**src/dpc_pkg.sv**
```systemverilog
// constants for the diskette and printer port configuration bank
package dpc_pkg;
   localparam int ADDR_W = 11;
   localparam int DATA_W = 32;

   // logical device selects the 1 KiB half of the bus window
   localparam logic LDEV_DISK = 1'b0;
   localparam logic LDEV_PORT = 1'b1;

   // register indices; byte address is four times the index
   localparam logic [7:0] IDX_DISK_MODE   = 8'hF0;
   localparam logic [7:0] IDX_DISK_OPTION = 8'hF1;
   localparam logic [7:0] IDX_DRIVE_TYPES = 8'hF2;
   localparam logic [7:0] IDX_DISK_RSVD   = 8'hF3;
   localparam logic [7:0] IDX_DRIVE0_TIME = 8'hF4;
   localparam logic [7:0] IDX_DRIVE1_TIME = 8'hF5;
   localparam logic [7:0] IDX_PORT_MODE   = 8'hF0;
   localparam logic [7:0] IDX_PORT_MUX    = 8'hF1;

   // reset values
   localparam logic [7:0] RST_DISK_MODE   = 8'h0E;
   localparam logic [7:0] RST_DISK_OPTION = 8'h00;
   localparam logic [7:0] RST_DRIVE_TYPES = 8'hFF;
   localparam logic [7:0] RST_DRIVE_TIME  = 8'h00;
   localparam logic [7:0] RST_PORT_MODE   = 8'h3C;
   localparam logic [7:0] RST_PORT_MUX    = 8'h00;

   // writable bits of the per-drive registers (2, 5, 7 read zero)
   localparam logic [7:0] DRIVE_TIME_WMASK = 8'h5B;

   // field positions
   localparam int MODE_ENH_BIT      = 0;
   localparam int MODE_NOBURST_BIT  = 1;
   localparam int MODE_IF_LSB       = 2;
   localparam int MODE_SWAP_BIT     = 4;
   localparam int MODE_PUSHPULL_BIT = 6;
   localparam int MODE_TRISTATE_BIT = 7;
   localparam int OPT_DENS_LSB      = 2;
   localparam int OPT_BOOT_LSB      = 6;
   localparam int DRV_KIND_LSB      = 0;
   localparam int DRV_RATE_LSB      = 3;
   localparam int DRV_NOPRECOMP_BIT = 6;
   localparam int PMODE_THR_LSB     = 3;
   localparam int PMODE_PULSE_BIT   = 7;

   // field codes
   localparam logic [1:0] DENS_FORCE_ONE  = 2'h2;
   localparam logic [1:0] DENS_FORCE_ZERO = 2'h3;
   localparam logic [2:0] PMODE_PRINTER   = 3'h4;
   localparam logic [2:0] PMODE_SPP       = 3'h0;
   localparam int         PMODE_ECP_BIT   = 1;
   localparam logic [1:0] MUX_ONE_DRIVE   = 2'h1;
   localparam logic [1:0] MUX_TWO_DRIVES  = 2'h2;
   localparam logic [2:0] ECR_FIFO        = 3'h2;
   localparam logic [2:0] ECR_ECP         = 3'h3;
   localparam logic [2:0] ECR_TEST        = 3'h6;

   // pulsed interrupt low time
   localparam int CLK_NS      = 8;
   localparam int IRQ_PULSE_NS = 40;
   localparam int IRQ_PULSE_CYC = (IRQ_PULSE_NS + CLK_NS - 1) / CLK_NS;

   function automatic logic [ADDR_W-1:0] regAddr(input logic ldev,
                                                 input logic [7:0] idx);
      regAddr = {ldev, idx, 2'b00};
   endfunction
endpackage

```
**src/dpc_config_bank.sv**
```systemverilog
// diskette and printer port configuration bank with pin steering
//
// Operation
// - only hard reset loads register defaults
// - mode bit 0 selects enhanced floppy mode
// - mode bit 1 set means non-burst DMA
// - mode bits 3:2 select interface flavour
// - mode bit 4 swaps drive 0/1 selects
// - mode bit 6 chooses push-pull over open-drain
// - mode bit 7 tristates; port pins unaffected
// - option bits 3:2 force density output
// - option bits 7:6 name the boot drive
// - type register stores four two-bit drive kinds
// - index F3 reads as zero always
// - per-drive kind/rate fields; bits 2,5,7 zero
// - per-drive bit 6 disables write precompensation
// - drive 1 register mirrors drive 0 layout
// - port mode bits 2:0 select port mode
// - port mode bits 6:3 hold FIFO threshold
// - bit 7 set gives pulsed low interrupt, except in printer and SPP modes
// - bit 7 clear: follow acknowledge or level
// - mux bits 1:0 move drives to port pins
// - unselected interrupt pin stays high impedance
//
// Added by the designer: the APB interface to the registers.
`timescale 1ns/1ps
module dpc_config_bank
   import dpc_pkg::*;
(
   input  wire logic                     mclk,
   input  wire logic                     sys_rst,
   input  wire logic                     psel,
   input  wire logic                     penable,
   input  wire logic                     pwrite,
   input  wire logic [dpc_pkg::ADDR_W-1:0] paddr,
   input  wire logic [dpc_pkg::DATA_W-1:0] pwdata,
   input  wire logic [3:0]               pstrb,
   output logic                          pready,
   output logic [dpc_pkg::DATA_W-1:0]    prdata,
   output logic                          pslverr,
   input  wire logic [1:0]               driveSelInN,
   input  wire logic [1:0]               motorOnInN,
   input  wire logic                     densityIn,
   output logic [1:0]                    diskDriveSelN,
   output logic [1:0]                    diskMotorN,
   output logic [1:0]                    diskPinOe,
   output logic [1:0]                    portDriveSelN,
   output logic [1:0]                    portMotorN,
   output logic [1:0]                    portPinOe,
   output logic                          densityOut,
   output logic                          enhancedMode,
   output logic                          dmaNonBurst,
   output logic [1:0]                    interfaceMode,
   output logic                          bootValid,
   output logic                          bootDrive,
   output logic [7:0]                    driveKindStore,
   output logic [1:0]                    drive0Kind,
   output logic [1:0]                    drive0Rate,
   output logic                          drive0PrecompOff,
   output logic [1:0]                    drive1Kind,
   output logic [1:0]                    drive1Rate,
   output logic                          drive1PrecompOff,
   output logic [2:0]                    portMode,
   output logic [3:0]                    fifoThreshold,
   input  wire logic                     printerAckIn,
   input  wire logic                     ecpIrqReq,
   input  wire logic [2:0]               ecrMode,
   input  wire logic                     irqLineSelected,
   input  wire logic                     portIrqEnable,
   output logic                          portIrqOut,
   output logic                          portIrqOe
);
   import dpc_pkg::*;

   logic [7:0] diskMode_q;
   logic [7:0] diskOption_q;
   logic [7:0] driveTypes_q;
   logic [7:0] drive0Time_q;
   logic [7:0] drive1Time_q;
   logic [7:0] portMode_q;
   logic [7:0] portMux_q;

   // ---------------- APB slave ----------------
   logic       setupPhase;
   logic       wrAccept;
   logic       addrHit;
   logic [7:0] rdByte;
   logic [7:0] wrByte;

   assign setupPhase = psel && !penable;
   // zero-wait: pready raised for the first access cycle
   assign wrAccept   = psel && penable && pready && pwrite && pstrb[0]
                       && !pslverr;
   assign wrByte     = pwdata[7:0];

   always_comb begin
      addrHit = 1'b1;
      rdByte  = 8'h00;
      if (paddr == regAddr(LDEV_DISK, IDX_DISK_MODE)) begin
         rdByte = diskMode_q;
      end else if (paddr == regAddr(LDEV_DISK, IDX_DISK_OPTION)) begin
         rdByte = diskOption_q;
      end else if (paddr == regAddr(LDEV_DISK, IDX_DRIVE_TYPES)) begin
         rdByte = driveTypes_q;
      end else if (paddr == regAddr(LDEV_DISK, IDX_DISK_RSVD)) begin
         rdByte = 8'h00;
      end else if (paddr == regAddr(LDEV_DISK, IDX_DRIVE0_TIME)) begin
         rdByte = drive0Time_q;
      end else if (paddr == regAddr(LDEV_DISK, IDX_DRIVE1_TIME)) begin
         rdByte = drive1Time_q;
      end else if (paddr == regAddr(LDEV_PORT, IDX_PORT_MODE)) begin
         rdByte = portMode_q;
      end else if (paddr == regAddr(LDEV_PORT, IDX_PORT_MUX)) begin
         rdByte = portMux_q;
      end else begin
         addrHit = 1'b0;
      end
   end

   always_ff @(posedge mclk) begin
      if (sys_rst) begin
         pready  <= 1'b0;
         pslverr <= 1'b0;
         prdata  <= '0;
      end else begin
         pready  <= setupPhase;
         pslverr <= setupPhase && !addrHit;
         if (setupPhase) begin
            prdata <= {24'h000000, (pwrite ? 8'h00 : rdByte)};
         end
      end
   end

   // ---------------- register bank ----------------
   // soft resets never reach these flops, only the hard reset
   always_ff @(posedge mclk) begin
      if (sys_rst) begin
         diskMode_q   <= RST_DISK_MODE;
         diskOption_q <= RST_DISK_OPTION;
         driveTypes_q <= RST_DRIVE_TYPES;
         drive0Time_q <= RST_DRIVE_TIME;
         drive1Time_q <= RST_DRIVE_TIME;
         portMode_q   <= RST_PORT_MODE;
         portMux_q    <= RST_PORT_MUX;
      end else if (wrAccept) begin
         if (paddr == regAddr(LDEV_DISK, IDX_DISK_MODE)) begin
            diskMode_q <= wrByte;
         end else if (paddr == regAddr(LDEV_DISK, IDX_DISK_OPTION)) begin
            diskOption_q <= wrByte;
         end else if (paddr == regAddr(LDEV_DISK, IDX_DRIVE_TYPES)) begin
            driveTypes_q <= wrByte;
         end else if (paddr == regAddr(LDEV_DISK, IDX_DRIVE0_TIME)) begin
            drive0Time_q <= wrByte & DRIVE_TIME_WMASK;
         end else if (paddr == regAddr(LDEV_DISK, IDX_DRIVE1_TIME)) begin
            drive1Time_q <= wrByte & DRIVE_TIME_WMASK;
         end else if (paddr == regAddr(LDEV_PORT, IDX_PORT_MODE)) begin
            portMode_q <= wrByte;
         end else if (paddr == regAddr(LDEV_PORT, IDX_PORT_MUX)) begin
            portMux_q <= wrByte;
         end
      end
   end

   // fields straight from the register flops
   assign enhancedMode  = diskMode_q[MODE_ENH_BIT];
   assign dmaNonBurst   = diskMode_q[MODE_NOBURST_BIT];
   // reserved code 10 is passed on untouched
   assign interfaceMode = diskMode_q[MODE_IF_LSB +: 2];
   assign bootValid     = !diskOption_q[OPT_BOOT_LSB+1];
   assign bootDrive     = diskOption_q[OPT_BOOT_LSB];
   assign driveKindStore = driveTypes_q;
   assign drive0Kind    = drive0Time_q[DRV_KIND_LSB +: 2];
   assign drive0Rate    = drive0Time_q[DRV_RATE_LSB +: 2];
   assign drive0PrecompOff = drive0Time_q[DRV_NOPRECOMP_BIT];
   assign drive1Kind    = drive1Time_q[DRV_KIND_LSB +: 2];
   assign drive1Rate    = drive1Time_q[DRV_RATE_LSB +: 2];
   assign drive1PrecompOff = drive1Time_q[DRV_NOPRECOMP_BIT];
   assign portMode      = portMode_q[2:0];
   assign fifoThreshold = portMode_q[PMODE_THR_LSB +: 4];

   // ---------------- density ----------------
   always_ff @(posedge mclk) begin
      if (sys_rst) begin
         densityOut <= 1'b0;
      end else begin
         case (diskOption_q[OPT_DENS_LSB +: 2])
            DENS_FORCE_ONE:  densityOut <= 1'b1;
            DENS_FORCE_ZERO: densityOut <= 1'b0;
            default:         densityOut <= densityIn;
         endcase
      end
   end

   // ---------------- drive select steering ----------------
   logic [1:0] posSelN;
   logic [1:0] posMotorN;
   logic [1:0] onPort;
   logic       pushPull;
   logic       tristate;

   always_comb begin
      if (diskMode_q[MODE_SWAP_BIT]) begin
         posSelN   = {driveSelInN[0], driveSelInN[1]};
         posMotorN = {motorOnInN[0], motorOnInN[1]};
      end else begin
         posSelN   = driveSelInN;
         posMotorN = motorOnInN;
      end
   end

   // codes 00 and 11 leave the port pins alone
   always_comb begin
      case (portMux_q[1:0])
         MUX_ONE_DRIVE:  onPort = 2'b10;
         MUX_TWO_DRIVES: onPort = 2'b11;
         default:        onPort = 2'b00;
      endcase
   end

   assign pushPull = diskMode_q[MODE_PUSHPULL_BIT];
   assign tristate = diskMode_q[MODE_TRISTATE_BIT];

   // in open-drain mode a pin is only ever driven low, so a shared
   // select line never fights another board
   always_ff @(posedge mclk) begin
      if (sys_rst) begin
         diskDriveSelN <= 2'b11;
         diskMotorN    <= 2'b11;
         diskPinOe     <= 2'b00;
         portDriveSelN <= 2'b11;
         portMotorN    <= 2'b11;
         portPinOe     <= 2'b00;
      end else begin
         for (int i = 0; i < 2; i++) begin
            if (tristate || onPort[i]) begin
               diskDriveSelN[i] <= 1'b1;
               diskMotorN[i]    <= 1'b1;
               diskPinOe[i]     <= 1'b0;
            end else if (pushPull) begin
               diskDriveSelN[i] <= posSelN[i];
               diskMotorN[i]    <= posMotorN[i];
               diskPinOe[i]     <= 1'b1;
            end else begin
               diskDriveSelN[i] <= 1'b0;
               diskMotorN[i]    <= 1'b0;
               diskPinOe[i]     <= !posSelN[i] || !posMotorN[i];
            end
            // port pins ignore output type and tristate bits
            portDriveSelN[i] <= onPort[i] ? posSelN[i] : 1'b1;
            portMotorN[i]    <= onPort[i] ? posMotorN[i] : 1'b1;
            portPinOe[i]     <= onPort[i];
         end
      end
   end

   // ---------------- printer port interrupt ----------------
   logic       ackS1;
   logic       ackS2;
   logic       ackS3;
   logic       ackStable_q;
   logic       ackPrev_q;
   logic       ecpReqPrev_q;
   logic [2:0] pulseCnt_q;
   logic [2:0] pulseCnt_d;
   logic       plainMode;
   logic       pulsedType;
   logic       levelType;
   logic       irqAllowed;
   logic       irqEvent;

   always_ff @(posedge mclk) begin
      if (sys_rst) begin
         ackS1       <= 1'b1;
         ackS2       <= 1'b1;
         ackS3       <= 1'b1;
         ackStable_q <= 1'b1;
      end else begin
         ackS1 <= printerAckIn;
         ackS2 <= ackS1;
         ackS3 <= ackS2;
         if (ackS2 == ackS3) begin
            ackStable_q <= ackS3;
         end
      end
   end

   always_ff @(posedge mclk) begin
      if (sys_rst) begin
         ackPrev_q    <= 1'b1;
         ecpReqPrev_q <= 1'b0;
      end else begin
         ackPrev_q    <= ackStable_q;
         ecpReqPrev_q <= ecpIrqReq;
      end
   end

   assign plainMode  = (portMode_q[2:0] == PMODE_PRINTER)
                       || (portMode_q[2:0] == PMODE_SPP);
   assign pulsedType = portMode_q[PMODE_PULSE_BIT] && !plainMode;
   assign levelType  = portMode_q[PMODE_ECP_BIT]
                       && ((ecrMode == ECR_FIFO) || (ecrMode == ECR_ECP)
                           || (ecrMode == ECR_TEST));
   assign irqAllowed = irqLineSelected && portIrqEnable;
   // acknowledge falling edge, or a new ECP level request
   assign irqEvent   = levelType ? (ecpIrqReq && !ecpReqPrev_q)
                                 : (ackPrev_q && !ackStable_q);

   always_comb begin
      if (!irqAllowed || !pulsedType) begin
         pulseCnt_d = 3'h0;
      end else if (irqEvent) begin
         pulseCnt_d = 3'(IRQ_PULSE_CYC);
      end else if (pulseCnt_q != 3'h0) begin
         pulseCnt_d = pulseCnt_q - 3'h1;
      end else begin
         pulseCnt_d = 3'h0;
      end
   end

   always_ff @(posedge mclk) begin
      if (sys_rst) begin
         pulseCnt_q <= 3'h0;
      end else begin
         pulseCnt_q <= pulseCnt_d;
      end
   end

   always_ff @(posedge mclk) begin
      if (sys_rst) begin
         portIrqOut <= 1'b0;
         portIrqOe  <= 1'b0;
      end else if (!irqAllowed) begin
         portIrqOut <= 1'b0;
         portIrqOe  <= 1'b0;
      end else if (pulsedType) begin
         portIrqOut <= 1'b0;
         portIrqOe  <= (pulseCnt_d != 3'h0);
      end else begin
         portIrqOut <= levelType ? ecpIrqReq : ackStable_q;
         portIrqOe  <= 1'b1;
      end
   end

   // ---------------- assertions ----------------
   // checked on the first edge after release, never while reset holds
   a_reset_defaults: assert property (@(posedge mclk) disable iff (sys_rst)
      $past(sys_rst) |-> (diskMode_q == RST_DISK_MODE)
         && (driveTypes_q == RST_DRIVE_TYPES)
         && (portMode_q == RST_PORT_MODE))
      else $error("bank defaults not loaded by reset");

   a_mode_write: assert property (@(posedge mclk) disable iff (sys_rst)
      wrAccept && (paddr == regAddr(LDEV_DISK, IDX_DISK_MODE))
      |=> (diskMode_q == $past(pwdata[7:0])) && (dmaNonBurst
         == $past(pwdata[MODE_NOBURST_BIT])))
      else $error("mode register write lost");

   a_rsvd_read: assert property (@(posedge mclk) disable iff (sys_rst)
      setupPhase && !pwrite
      && (paddr == regAddr(LDEV_DISK, IDX_DISK_RSVD))
      |=> pready && (prdata == 32'h00000000) && !pslverr)
      else $error("reserved slot read nonzero");

   a_drive_rozero: assert property (@(posedge mclk) disable iff (sys_rst)
      ((drive0Time_q & ~DRIVE_TIME_WMASK) == 8'h00)
      && ((drive1Time_q & ~DRIVE_TIME_WMASK) == 8'h00))
      else $error("read-only drive bits set");

   a_density_force: assert property (@(posedge mclk) disable iff (sys_rst)
      (diskOption_q[OPT_DENS_LSB +: 2] == DENS_FORCE_ZERO)
      ##1 (diskOption_q[OPT_DENS_LSB +: 2] == DENS_FORCE_ZERO)
      |-> !densityOut)
      else $error("density not forced low");

   a_disk_tristate: assert property (@(posedge mclk) disable iff (sys_rst)
      tristate ##1 tristate |-> (diskPinOe == 2'b00))
      else $error("diskette pins driven while tristated");

   a_swap_route: assert property (@(posedge mclk) disable iff (sys_rst)
      diskMode_q[MODE_SWAP_BIT] && pushPull && !tristate
      && (onPort == 2'b00)
      |=> diskDriveSelN == {$past(driveSelInN[0]),
                            $past(driveSelInN[1])})
      else $error("drive selects not swapped");

   a_mux_port: assert property (@(posedge mclk) disable iff (sys_rst)
      (portMux_q[1:0] == MUX_ONE_DRIVE) |=> (portPinOe == 2'b10)
      && !diskPinOe[1])
      else $error("drive 1 not moved to port pins");

   a_irq_unsel: assert property (@(posedge mclk) disable iff (sys_rst)
      !irqLineSelected |=> !portIrqOe)
      else $error("unselected interrupt pin driven");

   a_pulse_len: assert property (@(posedge mclk) disable iff (sys_rst)
      irqAllowed && pulsedType && irqEvent
      ##1 (irqAllowed && pulsedType)[*4]
      |-> portIrqOe && !portIrqOut)
      else $error("interrupt pulse too short");

endmodule // dpc_config_bank

```
**config.mk**
```make
export PLATFORM = sky130hd
export DESIGN_NAME = dpc_config_bank
export DESIGN_NICKNAME = d
export VERILOG_FILES = /design/src/dpc_pkg.sv /design/src/dpc_config_bank.sv
export SDC_FILE = /design/constraint.sdc
export NUM_CORES = 1
export LEC_CHECK = 0
export BUFFER_PORTS_ARGS = -buffer_cell sky130_fd_sc_hd__buf_2
export CORE_MARGIN = 5
export CORE_UTILIZATION = 53
export CTS_CLUSTER_DIAMETER = 60
export DETAILED_ROUTE_END_ITERATION = 10
export HOLD_SLACK_MARGIN = 0.15
export PLACE_DENSITY = 0.93
export SYNTH_ARGS = -nofsm -noshare
export SYNTH_HDL_FRONTEND = slang
export SYNTH_SLANG_ARGS = --single-unit
```
**constraint.sdc**
```tcl
create_clock -name mclk -period 2.66 [get_ports mclk]
set_input_delay 0.266 -clock mclk [delete_from_list [all_inputs] [get_ports mclk]]
set_output_delay 0.266 -clock mclk [all_outputs]
set_load 0.005 [all_outputs]
```
* After elaboration in Yosys (flattened, before gate mapping) *
Index checks and enable logic that the tools add are counted.

word-level totals
  input port bits = 64
  logic and storage cells = 140
  output and inout bits = 80
  bits in registers = 84

operators by class
  equal/unequal tests = 17
  $add $sub $neg = 1
  multiplexer cells = 33
  bitwise operators = 9
  reduce and logical (&&, ||, !) cells = 49

operator list
  kind                                             count
  two-way mux 8 bit                                9
  == test 11 x 10 -> 1 bit, second input constant  6
  == test 11 bit, second input constant            2
  two-way mux 1 bit                                17
  zero test 1 bit                                  13
  logical AND 1 bit                                12
  OR reduction 2 bit                               5
  two-way mux 3 bit                                3
  NOT 1 bit                                        9
  logical OR 1 bit                                 8
  AND reduction 8 bit                              1
  AND reduction 7 bit                              1
  == test 2 bit, second input constant             3
  == test 3 x 2 -> 1 bit, second input constant    2
  == test 3 bit, second input constant             2
  AND reduction 6 bit                              1
  nonzero test 3 bit                               2
  AND reduction 5 bit                              1
  two-way mux 2 bit                                2
  one-hot mux 2 bit (2 select lines)               1
  AND reduction 4 bit                              1
  zero test 3 bit                                  1
  AND reduction 3 bit                              1
  OR reduction 3 bit                               1
  5 further kinds                                  5

* Logic depth before layout (Yosys ltp) *
  word-level depth = 11
  mapped depth = 7
  mapped depth without buffers = 5

* Worst setup path after synthesis *
Ideal clock, no wire load.

  path kind = input-to-reg
  start = in paddr[4] in the netlist's numbering
  end = reg driveTypes_q[0], in the netlist driveKindStore[0]
  data arrival time = 1.487 ns
  setup slack = 1.053 ns
  library setup time = 0.120 ns
  required time = 2.540 ns
  cell stages on the path = 6
  path through = buf_6 -> nand4bb_4 -> nor4_2 -> nand3_2 -> buf_6 -> a211o_1

between the ends
  word-level cells in the longest chain between the ends = 3
  elaborated cells between the ends (all ways) = 6
  those cells by class = 3 x eq/ne; 2 x bitwise; 1 x reduce/logical

RTL lines
  element                                      RTL line                                        source
  start: declaration                           dpc_config_bank.sv:35                           input wire logic [dpc_pkg::ADDR_W-1:0] paddr,
  == test 11 x 10 -> 1 bit (on tied branches)  dpc_config_bank.sv:148, dpc_config_bank.sv:146
  NOT 1 bit (no source line)                   -
  AND reduction 4 bit (no source line) *       -
  end signal: assignment                       dpc_config_bank.sv:151                          driveTypes_q <= wrByte;
  end: declaration                             dpc_config_bank.sv:77                           logic [7:0] driveTypes_q;

Every way passes the cells marked *; elsewhere a longest branch is shown, timed or not.
A chain may end at the register's enable or synchronous reset.

* Worst setup path after layout *
  start = reg pready
  end = reg portMode_q[6]

between the ends
  word-level cells in the longest chain between the ends = 5

RTL lines
  element                               RTL line                source
  start: declaration                    dpc_config_bank.sv:38   output logic pready,
  start signal: assignment              dpc_config_bank.sv:126  pready <= setupPhase;
  logical AND 1 bit (3 in a row)        dpc_config_bank.sv:92   assign wrAccept = psel && penable && pready && pwrite && pstrb[0]
  logical AND 1 bit                     dpc_config_bank.sv:93   && !pslverr;
  AND reduction 7 bit (no source line)  -
  end signal: assignment                dpc_config_bank.sv:157  portMode_q <= wrByte;
  end: declaration                      dpc_config_bank.sv:80   logic [7:0] portMode_q;

No other way between the ends.

==> impl_summary.txt <==
----------------------------------------------------
[Run status]
  Status ... finished clean

[Finish]
  Leading cell type in the layout, fill and taps excluded ... buf_2
  Antenna Cells ... 0
  Layout-stage area growth over the synthesis result ... 14.1%
  Commonest cells after routing, fill and taps aside ... buf_2 (92), dfxtp_1 (84), nand2_1 (67), nor2_1 (49), mux2i_1 (37)
  Finished Cell Area ... 4540 µm²
  Layout cell share with drive strength beyond 1 ... 0.248
  Final Net Count ... approximately 600

[Power]
  Combinational cell fraction of total power ... 0.074
  Leak Pwr ... 2.14 nW
  Sum of internal, switching and leakage power ... 2.37 mW
  Power density over the cells ... 521 nW/µm²
  Internal power consumption ... 1.77 mW
  Worst voltage drop across the vdd grid ... 0.297 mV
  Clock power share ... 0.389
  Switching fraction of total power ... 0.250
  Sequential cell fraction of total power ... 0.537
  Switching power ... slightly below 600 µW

[Global routing]
  Global-route wire length before repair ... 16800 µm
  Met2 routing resource usage after global routing ... 0.360
  Layer with the highest usage ... met2
  Antenna violations before repair ... 0
  Sum of overflow across all layers after global routing ... 0
  Global routing met3 resource utilization ... 0.0655
  Vias in the first global route ... between 3000 and 4000
  Largest net degree at the start of global routing ... between 50 and 60
  Met1 demand-to-capacity share in global routing ... 0.256
  Overall fraction of global-route tracks in use ... 0.219

[Worst setup path]
  Source of the worst register-to-register timing path ... pready
  CP max-delay cell ... nand3_1
  Sort of element at the end of the critical path ... register
  Crit path buf inv count ... 0
  Startpoint types ... register
  Cell family contributing the most delay on the critical path ... simple AND/OR/NAND/NOR gates
  FF-to-FF path depth ... 5
  Reg2Reg Setup Slack ... a little over 0.6 ns
  End of the worst register-to-register path ... portMode_q[6]
  Worst path arrival time ... between 2 and 2.5 ns
  Critical path's largest stage delay ... around 0.52 ns
  Critical Path, Cell by Cell ... nand4_1, nor3_1, nand3_1, mux2i_1, nor2_1
  Crit path max fanout ... 12
  Type of the worst setup path ... register to register
  Required time of the worst setup path ... ~2.9 ns

[Worst hold path]
  Hold Path Class ... primary input to register
  Number of cells on the worst hold path ... 3
  Hold path startpoint ... portIrqEnable
  Worst min-delay path endpoint ... portIrqOe

[Synth]
  Count of distinct cell types in the synthesized netlist ... 48
  Netlist area before placement ... 3980 µm²
  Synth warnings ... 0
  Synthesized flop and latch total ... 84
  Async set-or-reset flop fraction in the synthesized netlist ... 0
  Avg Cell Area, Syn ... 8.76 µm²
  Number of enable-type register cells in the synthesized netlist ... 0
  Cells after synthesis ... approximately 450
  Main flop type after synthesis ... dfxtp_1
  Post-synthesis sequential area ratio ... 0.423

[Flow run]
  Max-capacitance violation count ... 0

[Clocking]
  Setup bufs post-CTS ... 0
  Maximum buffer depth of the clock tree ... 2
  TritonCTS clock tree ... done
  Number of buffers added by the clock tree synthesis step ... 9
  Clock transition time at the flip-flop clock pins of the worst setup and hold paths ... 0.09 ns
  H-tree depth reported by CTS ... 3
  Clock root buffer ... clkbuf_8
  CTS Sinks ... 84
  Clock network latency to the later pin of the worst-skew pair ... 0.36 ns

[Route]
  WL final ... 10400 µm
  Number of vias per cell ... 5.55
  Via count ... 3523
  DRC ... 0
  Count of nets left with antenna violations after detail routing ... 0
  Mean routed wirelength per cell ... 16.5 µm
  Number of optimization iterations in the first detailed-route pass ... 6
  Iter 0 DRT Violations ... 365

[STA]
  Tightest Pin Transition ... 0.767 ns
  Final setup viols ... 0
  Unrepaired setup endpoints after global routing ... false
  Clock Skews ... 0.0145 ns
  Setup TNS after final layout ... 0 ns
  Count of final hold-check violations ... 0
  Final Cycle Share ... 0.765
  Post-layout min period ... 2.04 ns
  Relative slew margins ... 0.485
  Max Fclk ... 0.491 GHz
  Least setup slack across all paths after layout ... ~0.62 ns
  Max-slew violations ... 0
  Hold Worst Slack ... approximately 0.19 ns

[Place]
  Placed inst area ... 4310 µm²
  Setup Slack @ Placement ... 0.626 ns
  Count of input and output buffers ... 92
  Total half-perimeter wirelength after legalization and detailed placement ... 7580 µm
  RD Place Congestion ... 0.941

[Floorplan]
  Boundary Pins ... between 100 and 150
  Total die area ... 9330 µm²
  Floorplan core area ... 7290 µm²
  Row count ... 31
  Die width ... 96.6 µm
  Die H ... 96.6 µm
  Starting density of the core ... 0.545

----------------------------------------------------
[how the worst max path moves through the flow]
stage | startpoint | endpoint | cells past startpoint
2_1_floorplan | paddr[4] | driveKindStore[0] | 6
3_3_place_gp | paddr[0] | portMode_q[7] | 6
3_5_place_dp | paddr[0] | portMode_q[6] | 6
4_1_cts | pready | portMode_q[6] | 5
5_1_grt | pready | portMode_q[6] | 5
6_report | pready | portMode_q[6] | 5
[worst min-delay path, delay by kind of cell]
kind	cells	cell delay, ns
and+or+nand+nor	1	0.09
AOI/OAI and AO/OA	1	0.05
buffers and inverters	1	0.10
[Yosys cell counts (all sizes together) (2+ instances only)]
cell | count | area [µm²]
mux2 | 7 | 78.8
mux2i | 37 | 370
nand4bb | 2 | 55.1
a32o | 4 | 40.0
a211o | 8 | 70.1
nor2b | 3 | 18.8
nand3 | 6 | 35.0
inv | 25 | 93.8
or2 | 6 | 37.5
nand2b | 10 | 62.6
o22ai | 8 | 50.1
o31ai | 2 | 15.0
nand4 | 4 | 37.5
o21ai | 5 | 25.0
nand2 | 67 | 251
nor4 | 2 | 33.8
nor3 | 8 | 51.3
a31oi | 3 | 18.8
a32oi | 3 | 26.3
buf | 45 | 319
o211ai | 4 | 30.0
clkbuf | 9 | 33.8
nand3b | 4 | 30.0
a21oi | 26 | 130
nor3b | 4 | 35.0
dfxtp | 84 | 1680
nor2 | 50 | 190
ha | 3 | 37.5
a211oi | 2 | 15.0
and2 | 2 | 12.5
o21a | 3 | 22.5
[cells by family (layout without fill, tap and decap cells)]
group | count (synthesis) | after routing | share of synthesized area
AND/OR/NAND/NOR | 171 | 171 | 0.221
other | 1 | 24 | 0.000943
multiplexers | 44 | 44 | 0.113
buffers and inverters | 79 | 138 | 0.112
AO/OA/AOI/OAI | 72 | 72 | 0.121
flip-flops | 84 | 84 | 0.423
adder cells (fa/ha/maj) | 3 | 3 | 0.00944
[final cells by class]
cell class	instances	area, µm²
Timing Repair Buffer	97	505
Sequential cell	84	1680
Multi-Input combinational cell	314	1930
Clock inverter	6	71.3
Fill cell	610	2750
Inverter	25	93.8
Clock buffer	10	128
Tap cell	99	124
[power by group through the flow]
stage | Clock (mW) | Combinational, mW | Sequential, mW
6_report | 0.920 | 0.175 | 1.27
5_1_grt | 0.982 | 0.189 | 1.27
4_1_cts | 0.933 | 0.171 | 1.27
3_5_place_dp | 0 | 0.166 | 1.30
3_3_place_gp | 0 | 0.161 | 1.30
2_1_floorplan | 0 | 0.120 | 1.30
[per-layer routing]
metal,part of all wire,wire length [µm],vias up
met4,0.039,404,0
met1,0.39,4030,1655
met3,0.093,969,39
met5,0,0,-
met2,0.48,5040,187
li1,-,-,1642
[state kept, by name (all words and copies together) (netlist names), 3 cells and up]
name / cells
portMux_q: 8
drive0Time_q: 5
diskMode_q: 8
driveKindStore: 8
drive1Time_q: 5
diskOption_q: 8
pulseCnt_q: 3
portMode_q: 8
prdata: 8
[repair_timing]
item | CTS | global route
endpoints found under the setup margin | 0 | 0
endpoints found under the hold margin | 3 | 0
gates resized for setup | 0 | 0
hold buffers | 3 | 0
[through the flow]
step	util	instances
floorplan	-	477
global placement	0.591	616
detailed placement	0.591	616
CTS	0.622	635
global route	0.622	635
finish	0.622	635
(Power assumes the default switching activity.)
